## config.mk

```make
export PLATFORM = sky130hd
export DESIGN_NAME = spms_sequencer
export DESIGN_NICKNAME = d
export VERILOG_FILES = /design/src/rtl/spms_io_pins.v /design/src/rtl/spms_sequencer.v /design/src/rtl/spms_timer.v
export VERILOG_INCLUDE_DIRS = /design/src /design/src/rtl
export SDC_FILE = /design/constraint.sdc
export NUM_CORES = 1
export LEC_CHECK = 0
export BUFFER_PORTS_ARGS = -buffer_cell sky130_fd_sc_hd__buf_2
export CAP_MARGIN = 25
export CELL_PAD_IN_SITES_DETAIL_PLACEMENT = 1
export CELL_PAD_IN_SITES_GLOBAL_PLACEMENT = 1
export CORE_MARGIN = 3
export CORE_UTILIZATION = 44
export CTS_CLUSTER_SIZE = 30
export DETAILED_ROUTE_END_ITERATION = 10
export PLACE_DENSITY_LB_ADDON = 0.1
export SYNTH_ARGS = -nofsm -noshare
export SYNTH_HDL_FRONTEND = slang
export SYNTH_SLANG_ARGS = --single-unit
export TNS_END_PERCENT = 20
```

## constraint.sdc

```tcl
create_clock -name mclk_i -period 4.2 [get_ports mclk_i]
set_input_delay 0.63 -clock mclk_i [delete_from_list [all_inputs] [get_ports mclk_i]]
set_output_delay 0.63 -clock mclk_i [all_outputs]
set_load 0.1 [all_outputs]
```

## src/rtl/spms_map.vh

```
// Constants for the power-mode sequencer: field positions, reset values and timing.
`ifndef SPMS_MAP_VH
`define SPMS_MAP_VH
// Clock rate in kHz (25 MHz).
`define SPMS_CLK_KHZ 25000
// Short fault-reset duration in microseconds.
`define SPMS_RST_SHORT_US 1000
// Long fault-reset duration in microseconds.
`define SPMS_RST_LONG_US 10000
// Longest reset duration, used after power-on and after sleep, in microseconds.
`define SPMS_RST_POR_US 13000
// Retry delay after a pre-regulator undervoltage, in microseconds.
`define SPMS_UV_RETRY_US 1000
// Soft-start durations in microseconds.
`define SPMS_PRE_SS_US 1000
`define SPMS_REG_SS_US 1000
// Wake mode encodings per pin.
`define SPMS_WK_OFF 2'h0
`define SPMS_WK_RISE 2'h1
`define SPMS_WK_FALL 2'h2
`define SPMS_WK_TOGGLE 2'h3
// Pin function encodings per pin.
`define SPMS_FN_DIN 2'h0
`define SPMS_FN_WAKE 2'h1
`define SPMS_FN_SAFE 2'h2
`define SPMS_FN_GATE 2'h3
// Wake source bit positions in the wake source vector.
`define SPMS_WSRC_CAN 6
// Reset value of the pulse width configuration.
`define SPMS_INT_WIDTH_RST 8'h19
`endif

```

## src/rtl/spms_io_pins.v

```verilog
// Six multi-purpose pins: input sampling, wake detection, safety pairs and gate drive.
`timescale 1ns/10ps
`include "spms_map.vh"
module spms_io_pins #(
    parameter N = 6
) (
    input wire mclk_i,
    input wire resetn_i,
    input wire [N-1:0] io_pin_i,
    input wire [2*N-1:0] io_func_i,
    input wire [2*N-1:0] io_wake_mode_i,
    input wire [N-1:0] io_gate_on_i,
    input wire wake_arm_i,
    output reg [N-1:0] io_level_o,
    output reg [N-1:0] io_wake_hit_o,
    output reg [2:0] safety_err_o,
    output reg [N-1:0] io_gate_o,
    output reg [N-1:0] io_gate_oe_o
);
    // Previous level of each pin, used for edge and state-change detection.
    reg [N-1:0] prev_reg;
    // Per-pin combinational wake hit.
    reg [N-1:0] hit_next;
    integer k;

    // Wake detection compares each pin with its previous sample.
    always @* begin
        hit_next = {N{1'b0}};
        for (k = 0; k < N; k = k + 1) begin
            if (io_func_i[2*k +: 2] == `SPMS_FN_WAKE) begin
                case (io_wake_mode_i[2*k +: 2])
                    `SPMS_WK_RISE: hit_next[k] = io_pin_i[k] & ~prev_reg[k];
                    `SPMS_WK_FALL: hit_next[k] = ~io_pin_i[k] & prev_reg[k];
                    `SPMS_WK_TOGGLE: hit_next[k] = io_pin_i[k] ^ prev_reg[k];
                    default: hit_next[k] = 1'b0;
                endcase
            end
        end
    end

    // Registered levels, wake hits and gate outputs.
    always @(posedge mclk_i) begin
        if (!resetn_i) begin
            prev_reg <= {N{1'b0}};
            io_level_o <= {N{1'b0}};
            io_wake_hit_o <= {N{1'b0}};
            io_gate_o <= {N{1'b0}};
            io_gate_oe_o <= {N{1'b0}};
        end else begin
            prev_reg <= io_pin_i;
            io_level_o <= io_pin_i;
            io_wake_hit_o <= wake_arm_i ? hit_next : {N{1'b0}};
            // Only the last two pins can drive a low-side gate.
            io_gate_o <= {io_gate_on_i[N-1:N-2], {(N-2){1'b0}}};
            io_gate_oe_o[N-1] <= (io_func_i[2*N-1 -: 2] == `SPMS_FN_GATE);
            io_gate_oe_o[N-2] <= (io_func_i[2*N-3 -: 2] == `SPMS_FN_GATE);
            io_gate_oe_o[N-3:0] <= {(N-2){1'b0}};
        end
    end

    // Safety pairs: outer pairs flag a fault when the pair disagrees; the middle
    // pair uses a bistable protocol where the two pins must stay complementary.
    always @(posedge mclk_i) begin
        if (!resetn_i) begin
            safety_err_o <= 3'h0;
        end else begin
            safety_err_o[0] <= (io_func_i[1:0] == `SPMS_FN_SAFE) &&
                               (io_func_i[3:2] == `SPMS_FN_SAFE) &&
                               (io_pin_i[0] ^ io_pin_i[1]);
            safety_err_o[1] <= (io_func_i[5:4] == `SPMS_FN_SAFE) &&
                               (io_func_i[7:6] == `SPMS_FN_SAFE) &&
                               (io_pin_i[2] == io_pin_i[3]);
            safety_err_o[2] <= (io_func_i[9:8] == `SPMS_FN_SAFE) &&
                               (io_func_i[11:10] == `SPMS_FN_SAFE) &&
                               (io_pin_i[4] ^ io_pin_i[5]);
        end
    end
endmodule

```

## src/rtl/spms_sequencer.v

```verilog
// Main power-mode sequencer with fail-safe, reset and interrupt outputs.
`timescale 1ns/10ps
`include "spms_map.vh"
module spms_sequencer #(
    parameter N_IO = 6,
    parameter TW = 20,
    parameter POR_CYC = `SPMS_RST_POR_US * (`SPMS_CLK_KHZ / 1000),
    parameter LONG_CYC = `SPMS_RST_LONG_US * (`SPMS_CLK_KHZ / 1000),
    parameter SHORT_CYC = `SPMS_RST_SHORT_US * (`SPMS_CLK_KHZ / 1000),
    parameter RETRY_CYC = `SPMS_UV_RETRY_US * (`SPMS_CLK_KHZ / 1000),
    parameter PRE_SS_CYC = `SPMS_PRE_SS_US * (`SPMS_CLK_KHZ / 1000),
    parameter REG_SS_CYC = `SPMS_REG_SS_US * (`SPMS_CLK_KHZ / 1000)
) (
    input wire mclk_i,
    input wire resetn_i,
    input wire low_side_gate_grounded_i,
    input wire [1:0] select_level_i,
    input wire select_to_pre_i,
    input wire pre_regulator_uv_i,
    input wire can_wake_i,
    input wire [N_IO-1:0] io_pin_i,
    input wire cfg_write_i,
    input wire [2*N_IO-1:0] cfg_io_func_i,
    input wire [2*N_IO-1:0] cfg_io_wake_mode_i,
    input wire [N_IO-1:0] cfg_io_gate_on_i,
    input wire [N_IO-1:0] cfg_wake_enable_i,
    input wire cfg_can_wake_enable_i,
    input wire cfg_init_write_i,
    input wire cfg_rst_long_i,
    input wire cfg_int_pulse_en_i,
    input wire [7:0] cfg_int_width_i,
    input wire cfg_safety_fs_en_i,
    input wire init_done_write_i,
    input wire low_power_off_cmd_i,
    input wire failsafe_release_i,
    input wire fault_event_i,
    input wire reset_fault_i,
    input wire int_event_i,
    output reg interrupt_out_n_o,
    output reg failsafe_out_n_o,
    output reg mcu_reset_out_n_o,
    output reg pre_regulator_en_o,
    output reg core_supply_en_o,
    output reg aux_supply_en_o,
    output reg analog_supply_en_o,
    output reg buck_boost_o,
    output reg [1:0] supply_level_o,
    output reg [6:0] wake_source_o,
    output wire [N_IO-1:0] io_level_o,
    output wire [2:0] safety_err_o,
    output wire [N_IO-1:0] io_gate_o,
    output wire [N_IO-1:0] io_gate_oe_o,
    output reg init_open_o,
    output reg normal_mode_o,
    output reg sleep_mode_o
);
    // One-hot states of the main machine.
    localparam [8:0] ST_TOPO = 9'h001;
    localparam [8:0] ST_PRE_ON = 9'h002;
    localparam [8:0] ST_SELECT = 9'h004;
    localparam [8:0] ST_REG_ON = 9'h008;
    localparam [8:0] ST_RESET = 9'h010;
    localparam [8:0] ST_INIT = 9'h020;
    localparam [8:0] ST_NORMAL = 9'h040;
    localparam [8:0] ST_SLEEP = 9'h080;
    localparam [8:0] ST_UV_OFF = 9'h100;

    // Current and next state.
    reg [8:0] state_reg;
    reg [8:0] state_next;
    // Configuration held by the block; init-only items lock on completion.
    reg [2*N_IO-1:0] io_func_reg;
    reg [2*N_IO-1:0] io_wake_mode_reg;
    reg [N_IO-1:0] io_gate_on_reg;
    reg [N_IO-1:0] wake_en_reg;
    reg can_wake_en_reg;
    reg rst_long_reg;
    reg int_pulse_en_reg;
    reg [7:0] int_width_reg;
    reg safety_fs_en_reg;
    // Pulse-width counter for the interrupt output.
    reg [7:0] int_cnt_reg;
    // Set when a fault reset is pending so the reset phase returns to normal instead of init.
    reg fault_rst_reg;
    // Timer control.
    reg tmr_load;
    reg [TW-1:0] tmr_count;
    wire tmr_done;
    // Pin wake hits from the pin block.
    wire [N_IO-1:0] io_wake_hit;
    wire any_wake;

    // Shared timer for soft starts, reset delays and undervoltage retry.
    spms_timer #(.W(TW)) u_timer (
        .mclk_i(mclk_i),
        .resetn_i(resetn_i),
        .load_i(tmr_load),
        .count_i(tmr_count),
        .busy_o(),
        .done_o(tmr_done)
    );

    // Pin logic; wake detection is armed only while asleep.
    spms_io_pins #(.N(N_IO)) u_pins (
        .mclk_i(mclk_i),
        .resetn_i(resetn_i),
        .io_pin_i(io_pin_i),
        .io_func_i(io_func_reg),
        .io_wake_mode_i(io_wake_mode_reg),
        .io_gate_on_i(io_gate_on_reg),
        .wake_arm_i(state_reg == ST_SLEEP),
        .io_level_o(io_level_o),
        .io_wake_hit_o(io_wake_hit),
        .safety_err_o(safety_err_o),
        .io_gate_o(io_gate_o),
        .io_gate_oe_o(io_gate_oe_o)
    );

    assign any_wake = (|(io_wake_hit & wake_en_reg)) | (can_wake_i & can_wake_en_reg);

    // Next-state logic; each timed phase loads the timer on entry.
    always @* begin
        state_next = state_reg;
        tmr_load = 1'b0;
        tmr_count = {TW{1'b0}};
        case (state_reg)
            ST_TOPO: begin
                state_next = ST_PRE_ON;
                tmr_load = 1'b1;
                tmr_count = PRE_SS_CYC[TW-1:0];
            end
            ST_PRE_ON: begin
                if (tmr_done) begin
                    state_next = ST_SELECT;
                end
            end
            ST_SELECT: begin
                state_next = ST_REG_ON;
                tmr_load = 1'b1;
                tmr_count = REG_SS_CYC[TW-1:0];
            end
            ST_REG_ON: begin
                if (tmr_done) begin
                    state_next = ST_RESET;
                    tmr_load = 1'b1;
                    tmr_count = POR_CYC[TW-1:0];
                end
            end
            ST_RESET: begin
                if (tmr_done) begin
                    state_next = fault_rst_reg ? ST_NORMAL : ST_INIT;
                end
            end
            ST_INIT, ST_NORMAL: begin
                if (pre_regulator_uv_i) begin
                    state_next = ST_UV_OFF;
                    tmr_load = 1'b1;
                    tmr_count = RETRY_CYC[TW-1:0];
                end else if (reset_fault_i && state_reg == ST_NORMAL) begin
                    state_next = ST_RESET;
                    tmr_load = 1'b1;
                    tmr_count = rst_long_reg ? LONG_CYC[TW-1:0] : SHORT_CYC[TW-1:0];
                end else if (state_reg == ST_INIT && init_done_write_i) begin
                    state_next = ST_NORMAL;
                end else if (state_reg == ST_NORMAL && low_power_off_cmd_i) begin
                    state_next = ST_SLEEP;
                end
                // A sleep command in init falls through, so the mode is kept.
            end
            ST_SLEEP: begin
                if (any_wake) begin
                    state_next = ST_TOPO;
                end
            end
            ST_UV_OFF: begin
                if (tmr_done) begin
                    state_next = ST_TOPO;
                end
            end
            default: state_next = ST_TOPO;
        endcase
    end

    // State register, supply enables, reset and mode outputs.
    always @(posedge mclk_i) begin
        if (!resetn_i) begin
            state_reg <= ST_TOPO;
            pre_regulator_en_o <= 1'b0;
            core_supply_en_o <= 1'b0;
            aux_supply_en_o <= 1'b0;
            analog_supply_en_o <= 1'b0;
            buck_boost_o <= 1'b0;
            supply_level_o <= 2'h0;
            mcu_reset_out_n_o <= 1'b0;
            fault_rst_reg <= 1'b0;
            wake_source_o <= 7'h00;
            init_open_o <= 1'b0;
            normal_mode_o <= 1'b0;
            sleep_mode_o <= 1'b0;
        end else begin
            state_reg <= state_next;
            init_open_o <= (state_next == ST_INIT);
            normal_mode_o <= (state_next == ST_NORMAL);
            sleep_mode_o <= (state_next == ST_SLEEP);
            // The reset output is low in every phase before init or normal.
            mcu_reset_out_n_o <= (state_next == ST_INIT) || (state_next == ST_NORMAL);
            if (state_reg == ST_TOPO) begin
                buck_boost_o <= ~low_side_gate_grounded_i;
                pre_regulator_en_o <= 1'b1;
                fault_rst_reg <= 1'b0;
            end
            if (state_reg == ST_SELECT) begin
                supply_level_o <= select_level_i;
                core_supply_en_o <= 1'b1;
                analog_supply_en_o <= 1'b1;
                aux_supply_en_o <= ~select_to_pre_i;
            end
            if (state_next == ST_RESET && state_reg == ST_NORMAL) begin
                fault_rst_reg <= 1'b1;
            end
            if (state_next == ST_SLEEP || state_next == ST_UV_OFF) begin
                // Everything off; the microcontroller loses its supply.
                pre_regulator_en_o <= 1'b0;
                core_supply_en_o <= 1'b0;
                aux_supply_en_o <= 1'b0;
                analog_supply_en_o <= 1'b0;
            end
            if (state_reg == ST_SLEEP && any_wake) begin
                wake_source_o <= {can_wake_i & can_wake_en_reg, io_wake_hit & wake_en_reg};
            end
        end
    end

    // Configuration: init-only fields accept writes only in init; others also in normal.
    always @(posedge mclk_i) begin
        if (!resetn_i) begin
            io_func_reg <= {(2*N_IO){1'b0}};
            io_wake_mode_reg <= {(2*N_IO){1'b0}};
            io_gate_on_reg <= {N_IO{1'b0}};
            wake_en_reg <= {N_IO{1'b0}};
            can_wake_en_reg <= 1'b1;
            rst_long_reg <= 1'b1;
            int_pulse_en_reg <= 1'b1;
            int_width_reg <= `SPMS_INT_WIDTH_RST;
            safety_fs_en_reg <= 1'b0;
        end else begin
            if (cfg_init_write_i && state_reg == ST_INIT) begin
                rst_long_reg <= cfg_rst_long_i;
                int_pulse_en_reg <= cfg_int_pulse_en_i;
                int_width_reg <= cfg_int_width_i;
                io_func_reg <= cfg_io_func_i;
                safety_fs_en_reg <= cfg_safety_fs_en_i;
            end
            if (cfg_write_i && (state_reg == ST_INIT || state_reg == ST_NORMAL)) begin
                io_wake_mode_reg <= cfg_io_wake_mode_i;
                io_gate_on_reg <= cfg_io_gate_on_i;
                wake_en_reg <= cfg_io_wake_mode_i != {(2*N_IO){1'b0}} ? cfg_wake_enable_i : {N_IO{1'b0}};
                can_wake_en_reg <= cfg_can_wake_enable_i;
            end
        end
    end

    // Fail-safe output: low after power-on and wake, low on a fault, released by software.
    always @(posedge mclk_i) begin
        if (!resetn_i) begin
            failsafe_out_n_o <= 1'b0;
        end else if (state_reg == ST_TOPO) begin
            failsafe_out_n_o <= 1'b0;
        end else if (fault_event_i || (safety_fs_en_reg && (|safety_err_o))) begin
            // A fault in the same cycle as a release keeps the pin low.
            failsafe_out_n_o <= 1'b0;
        end else if (failsafe_release_i && (state_reg == ST_INIT || state_reg == ST_NORMAL)) begin
            failsafe_out_n_o <= 1'b1;
        end
    end

    // Interrupt pulse: width counted in clock cycles; a new event restarts it.
    always @(posedge mclk_i) begin
        if (!resetn_i) begin
            int_cnt_reg <= 8'h00;
            interrupt_out_n_o <= 1'b1;
        end else if (int_event_i && int_pulse_en_reg && int_width_reg != 8'h00) begin
            int_cnt_reg <= int_width_reg;
            interrupt_out_n_o <= 1'b0;
        end else if (int_cnt_reg > 8'h01) begin
            int_cnt_reg <= int_cnt_reg - 8'h01;
        end else begin
            int_cnt_reg <= 8'h00;
            interrupt_out_n_o <= 1'b1;
        end
    end
endmodule

```

## src/rtl/spms_timer.v

```verilog
// Down-counting timer that pulses done once after a load.
`timescale 1ns/10ps
module spms_timer #(
    parameter W = 20
) (
    input wire mclk_i,
    input wire resetn_i,
    input wire load_i,
    input wire [W-1:0] count_i,
    output wire busy_o,
    output reg done_o
);
    // Remaining cycles; zero means idle.
    reg [W-1:0] cnt_reg;

    // A load restarts the count even while busy, so the latest request wins.
    always @(posedge mclk_i) begin
        if (!resetn_i) begin
            cnt_reg <= {W{1'b0}};
            done_o <= 1'b0;
        end else if (load_i) begin
            cnt_reg <= count_i;
            done_o <= 1'b0;
        end else begin
            done_o <= (cnt_reg == {{(W-1){1'b0}}, 1'b1});
            if (cnt_reg != {W{1'b0}}) begin
                cnt_reg <= cnt_reg - {{(W-1){1'b0}}, 1'b1};
            end
        end
    end

    assign busy_o = (cnt_reg != {W{1'b0}});
endmodule

```

==> results_dict.tcl <==
set metrics [dict create \
    status "finished clean" \
    worstPathMaxFanout 21 \
    drv_cap 0 \
    synth_area_leader_cell "dfxtp_1" \
    dieWidth_um 118 \
    ys_warn_count 0 \
    slew_headroom_pct 40.8 \
    power_density_nw_per_um2 481 \
    cts_root_buf "clkbuf_16" \
    areaGrowthSynthToFinish_pct 20.7 \
    critPathCaptureType "flip-flop" \
    ios 111 \
    fin_crit_sh_pct 67.1 \
    synth_area_sq_um 5550 \
    cp.arrival_ps 3160 \
    endpoint "wake_en_reg[0]" \
    core_sq_um 12200 \
    clk_pin_slew_worst_paths_ps 50 \
    hold_path_class "input port to flip-flop" \
    fin_cells 936 \
    worstSetupStartpointType "flip-flop" \
    cts_tree "done" \
    clk-insertion-delay-late_ps 430 \
    wirelength_um 16100 \
    yosys.area.top_type_share_pct 43.7 \
    synth_edf_count 0 \
    largest_reg_flops 20 \
    drt_iter0_markers 312 \
    dieArea_sq_um 14000 \
    drc 0 \
    p_sw_uw 909 \
    finalMaxSlewViolations 0 \
    period_needed_ps 2820 \
    ir_worst_vdd_mv 0.281 \
    fmax_ghz 0.355 \
    hold_viol 0 \
    clockBufferDepth 2 \
    rsz0062_at_grt "no" \
    r2r_slack_ps 1380 \
    multi_input_area_sq_um 2820 \
    grt_pass1_vias 5256 \
    viasPerCell 5.42 \
    netlist_instances 670 \
    final_layout_size_suffix_gt1_share_pct 19.4 \
    p_int_mw 2.31 \
    seqCellArea_sq_um 2420 \
    grt_pass1_wl_um 26400 \
    leakagePower_nw 2.69 \
    r2r_start "state_reg[3]" \
    fillers 1538 \
    tightest_slew_ps 881 \
    setup_ws_ps 1380 \
    hold_buffers 0 \
    setup_tns_ps 0 \
    switching_share_pct 28.2 \
    grt-ovfl-total 0 \
    cts-resized-gates 0 \
    start_util_pct 45.6 \
    antenna_left 0 \
    synth.area.top_cells "dfxtp_1 44%, nand2_1 7.4%, a21oi_1 6.2%" \
    dpl_cell_area_sq_um 6070 \
    num_rows 40 \
    fin_nets 841 \
    dpl.hpwl_um 11400 \
    die_h_um 118 \
    track_usage_pct 23.5 \
    grt_max_degree 42 \
    yosysUniqueCellTypes 67 \
    antenna_found_initial 0 \
    synth_ff_type "dfxtp_1" \
    total_power_mw 3.22 \
    timing.rr.end "wake_en_reg[0]" \
    io_buffers 98 \
    required_ps 4540 \
    dp_cells 903 \
    fin_hold_ws_ps 385 \
    wire_per_inst_um 17.2 \
    drt_first_pass_iters 4 \
    ys_seq_elements 121 \
    post-cts-setup-buffer-count 0 \
    async_flop_share_pct 0 \
    pwr-share-seq_pct 38.3 \
    numCtsBuffers 17 \
    diodes 0 \
    setup-violations-final 0 \
    cts_max_level 4 \
    synth.avg_cell_area_sq_um 8.28 \
    final_core_util_pct 55.1 \
    seq_area_frac_synth_pct 43.7 \
    dpl_worst_slack_ps 1440 \
    finClkSkew_ps 11.6 \
    num_vias 5076 \
    ff2ff_path_depth 5 \
    gp_congestion 0.861 \
    clock_power_share_pct 47.3 \
    crit_type "flip-flop to flip-flop" \
    cp-startpoint "state_reg[3]" \
    pwr-share-comb_pct 14.4 \
    fin_area_sq_um 6700 \
    cts.sinks 121 \
]
## Yosys cell counts, types with 2 or more instances
cell	number
and3_1	4
nand4_1	5
clkbuf_1	20
nand4b_1	3
nor2_1	65
mux2i_1	8
inv_1	28
and2_1	5
or3_1	3
o21ai_0	10
nor2b_1	3
nand3b_1	2
buf_4	10
nor4_1	16
nand2b_1	4
nor4b_1	7
nor4_2	2
nand2_2	2
buf_6	2
o21a_1	5
nor4b_2	2
ha_1	16
o31a_1	5
or4_1	4
or4b_2	3
xor2_1	10
a22oi_1	10
buf_2	10
xnor2_1	11
a211oi_1	5
nand3_1	28
nor3b_1	5
nand2_1	109
a31oi_1	3
nor3_1	19
a21oi_1	69
dfxtp_1	121
o211ai_1	5
a21o_1	3
## critical path, stage by stage, from the launching register on
cell,delay [ps]
dfxtp_1,420
or4_1,710
nor3_2,520
and2_1,720
nand3_1,160
a21oi_1,210
## logic make-up after synthesis
group / share of synthesized area, %
multiplexers: 1.44
AO/OA/AOI/OAI: 15.2
XOR/XNOR: 3.32
flip-flops: 43.7
buffers and inverters: 5.98
adder cells (fa/ha/maj): 3.61
AND/OR/NAND/NOR: 26.7
other: 0.0676
## final cells by class
type                    count  area share, %
clock inverters            13           2.49
inverters                  28           1.57
repair buffers            102           7.77
flip-flops and latches    121           36.2
multi-input cells         485           42.1
well taps                 168           3.14
clock buffers              19           6.77
## worst min path at each step
stage               cells past startpoint                      from                endpoint
floorplan                               1            io_func_reg[0]  u_pins.safety_err_o[0]
global placement                        1            io_func_reg[4]  u_pins.safety_err_o[1]
detailed placement                      1            io_func_reg[4]  u_pins.safety_err_o[1]
CTS                                     2  low_side_gate_grounded_i            buck_boost_o
global route                            2  low_side_gate_grounded_i            buck_boost_o
finish                                  2           select_to_pre_i         aux_supply_en_o
## power by group through the flow
stage          clock network, mW  registers [mW]  logic, mW
6_report                    1.52            1.24      0.463
5_1_grt                     1.61            1.24      0.509
4_1_cts                     1.55            1.23      0.459
3_5_place_dp                   0            1.26      0.452
3_3_place_gp                   0            1.25      0.440
2_1_floorplan                  0            1.29      0.307
## metal layers
metal  part of all wire, %  GRT usage [%]
met5                     0              0
met2                    50           41.2
met4                   1.2           6.59
met3                   4.5           6.84
met1                    44           27.9
## placed cells by master, fill, tap and decap left out, types with 11 or more instances in the layout
master and n:
ha_1 16, nor4_1 16, a21oi_1 69, buf_2 98
nor3_1 19, nand3_1 28, dfxtp_1 121, nand2_1 109
clkbuf_16 17, xnor2_1 11, inv_1 27, nor2_1 65
(Power assumes the default switching activity.)
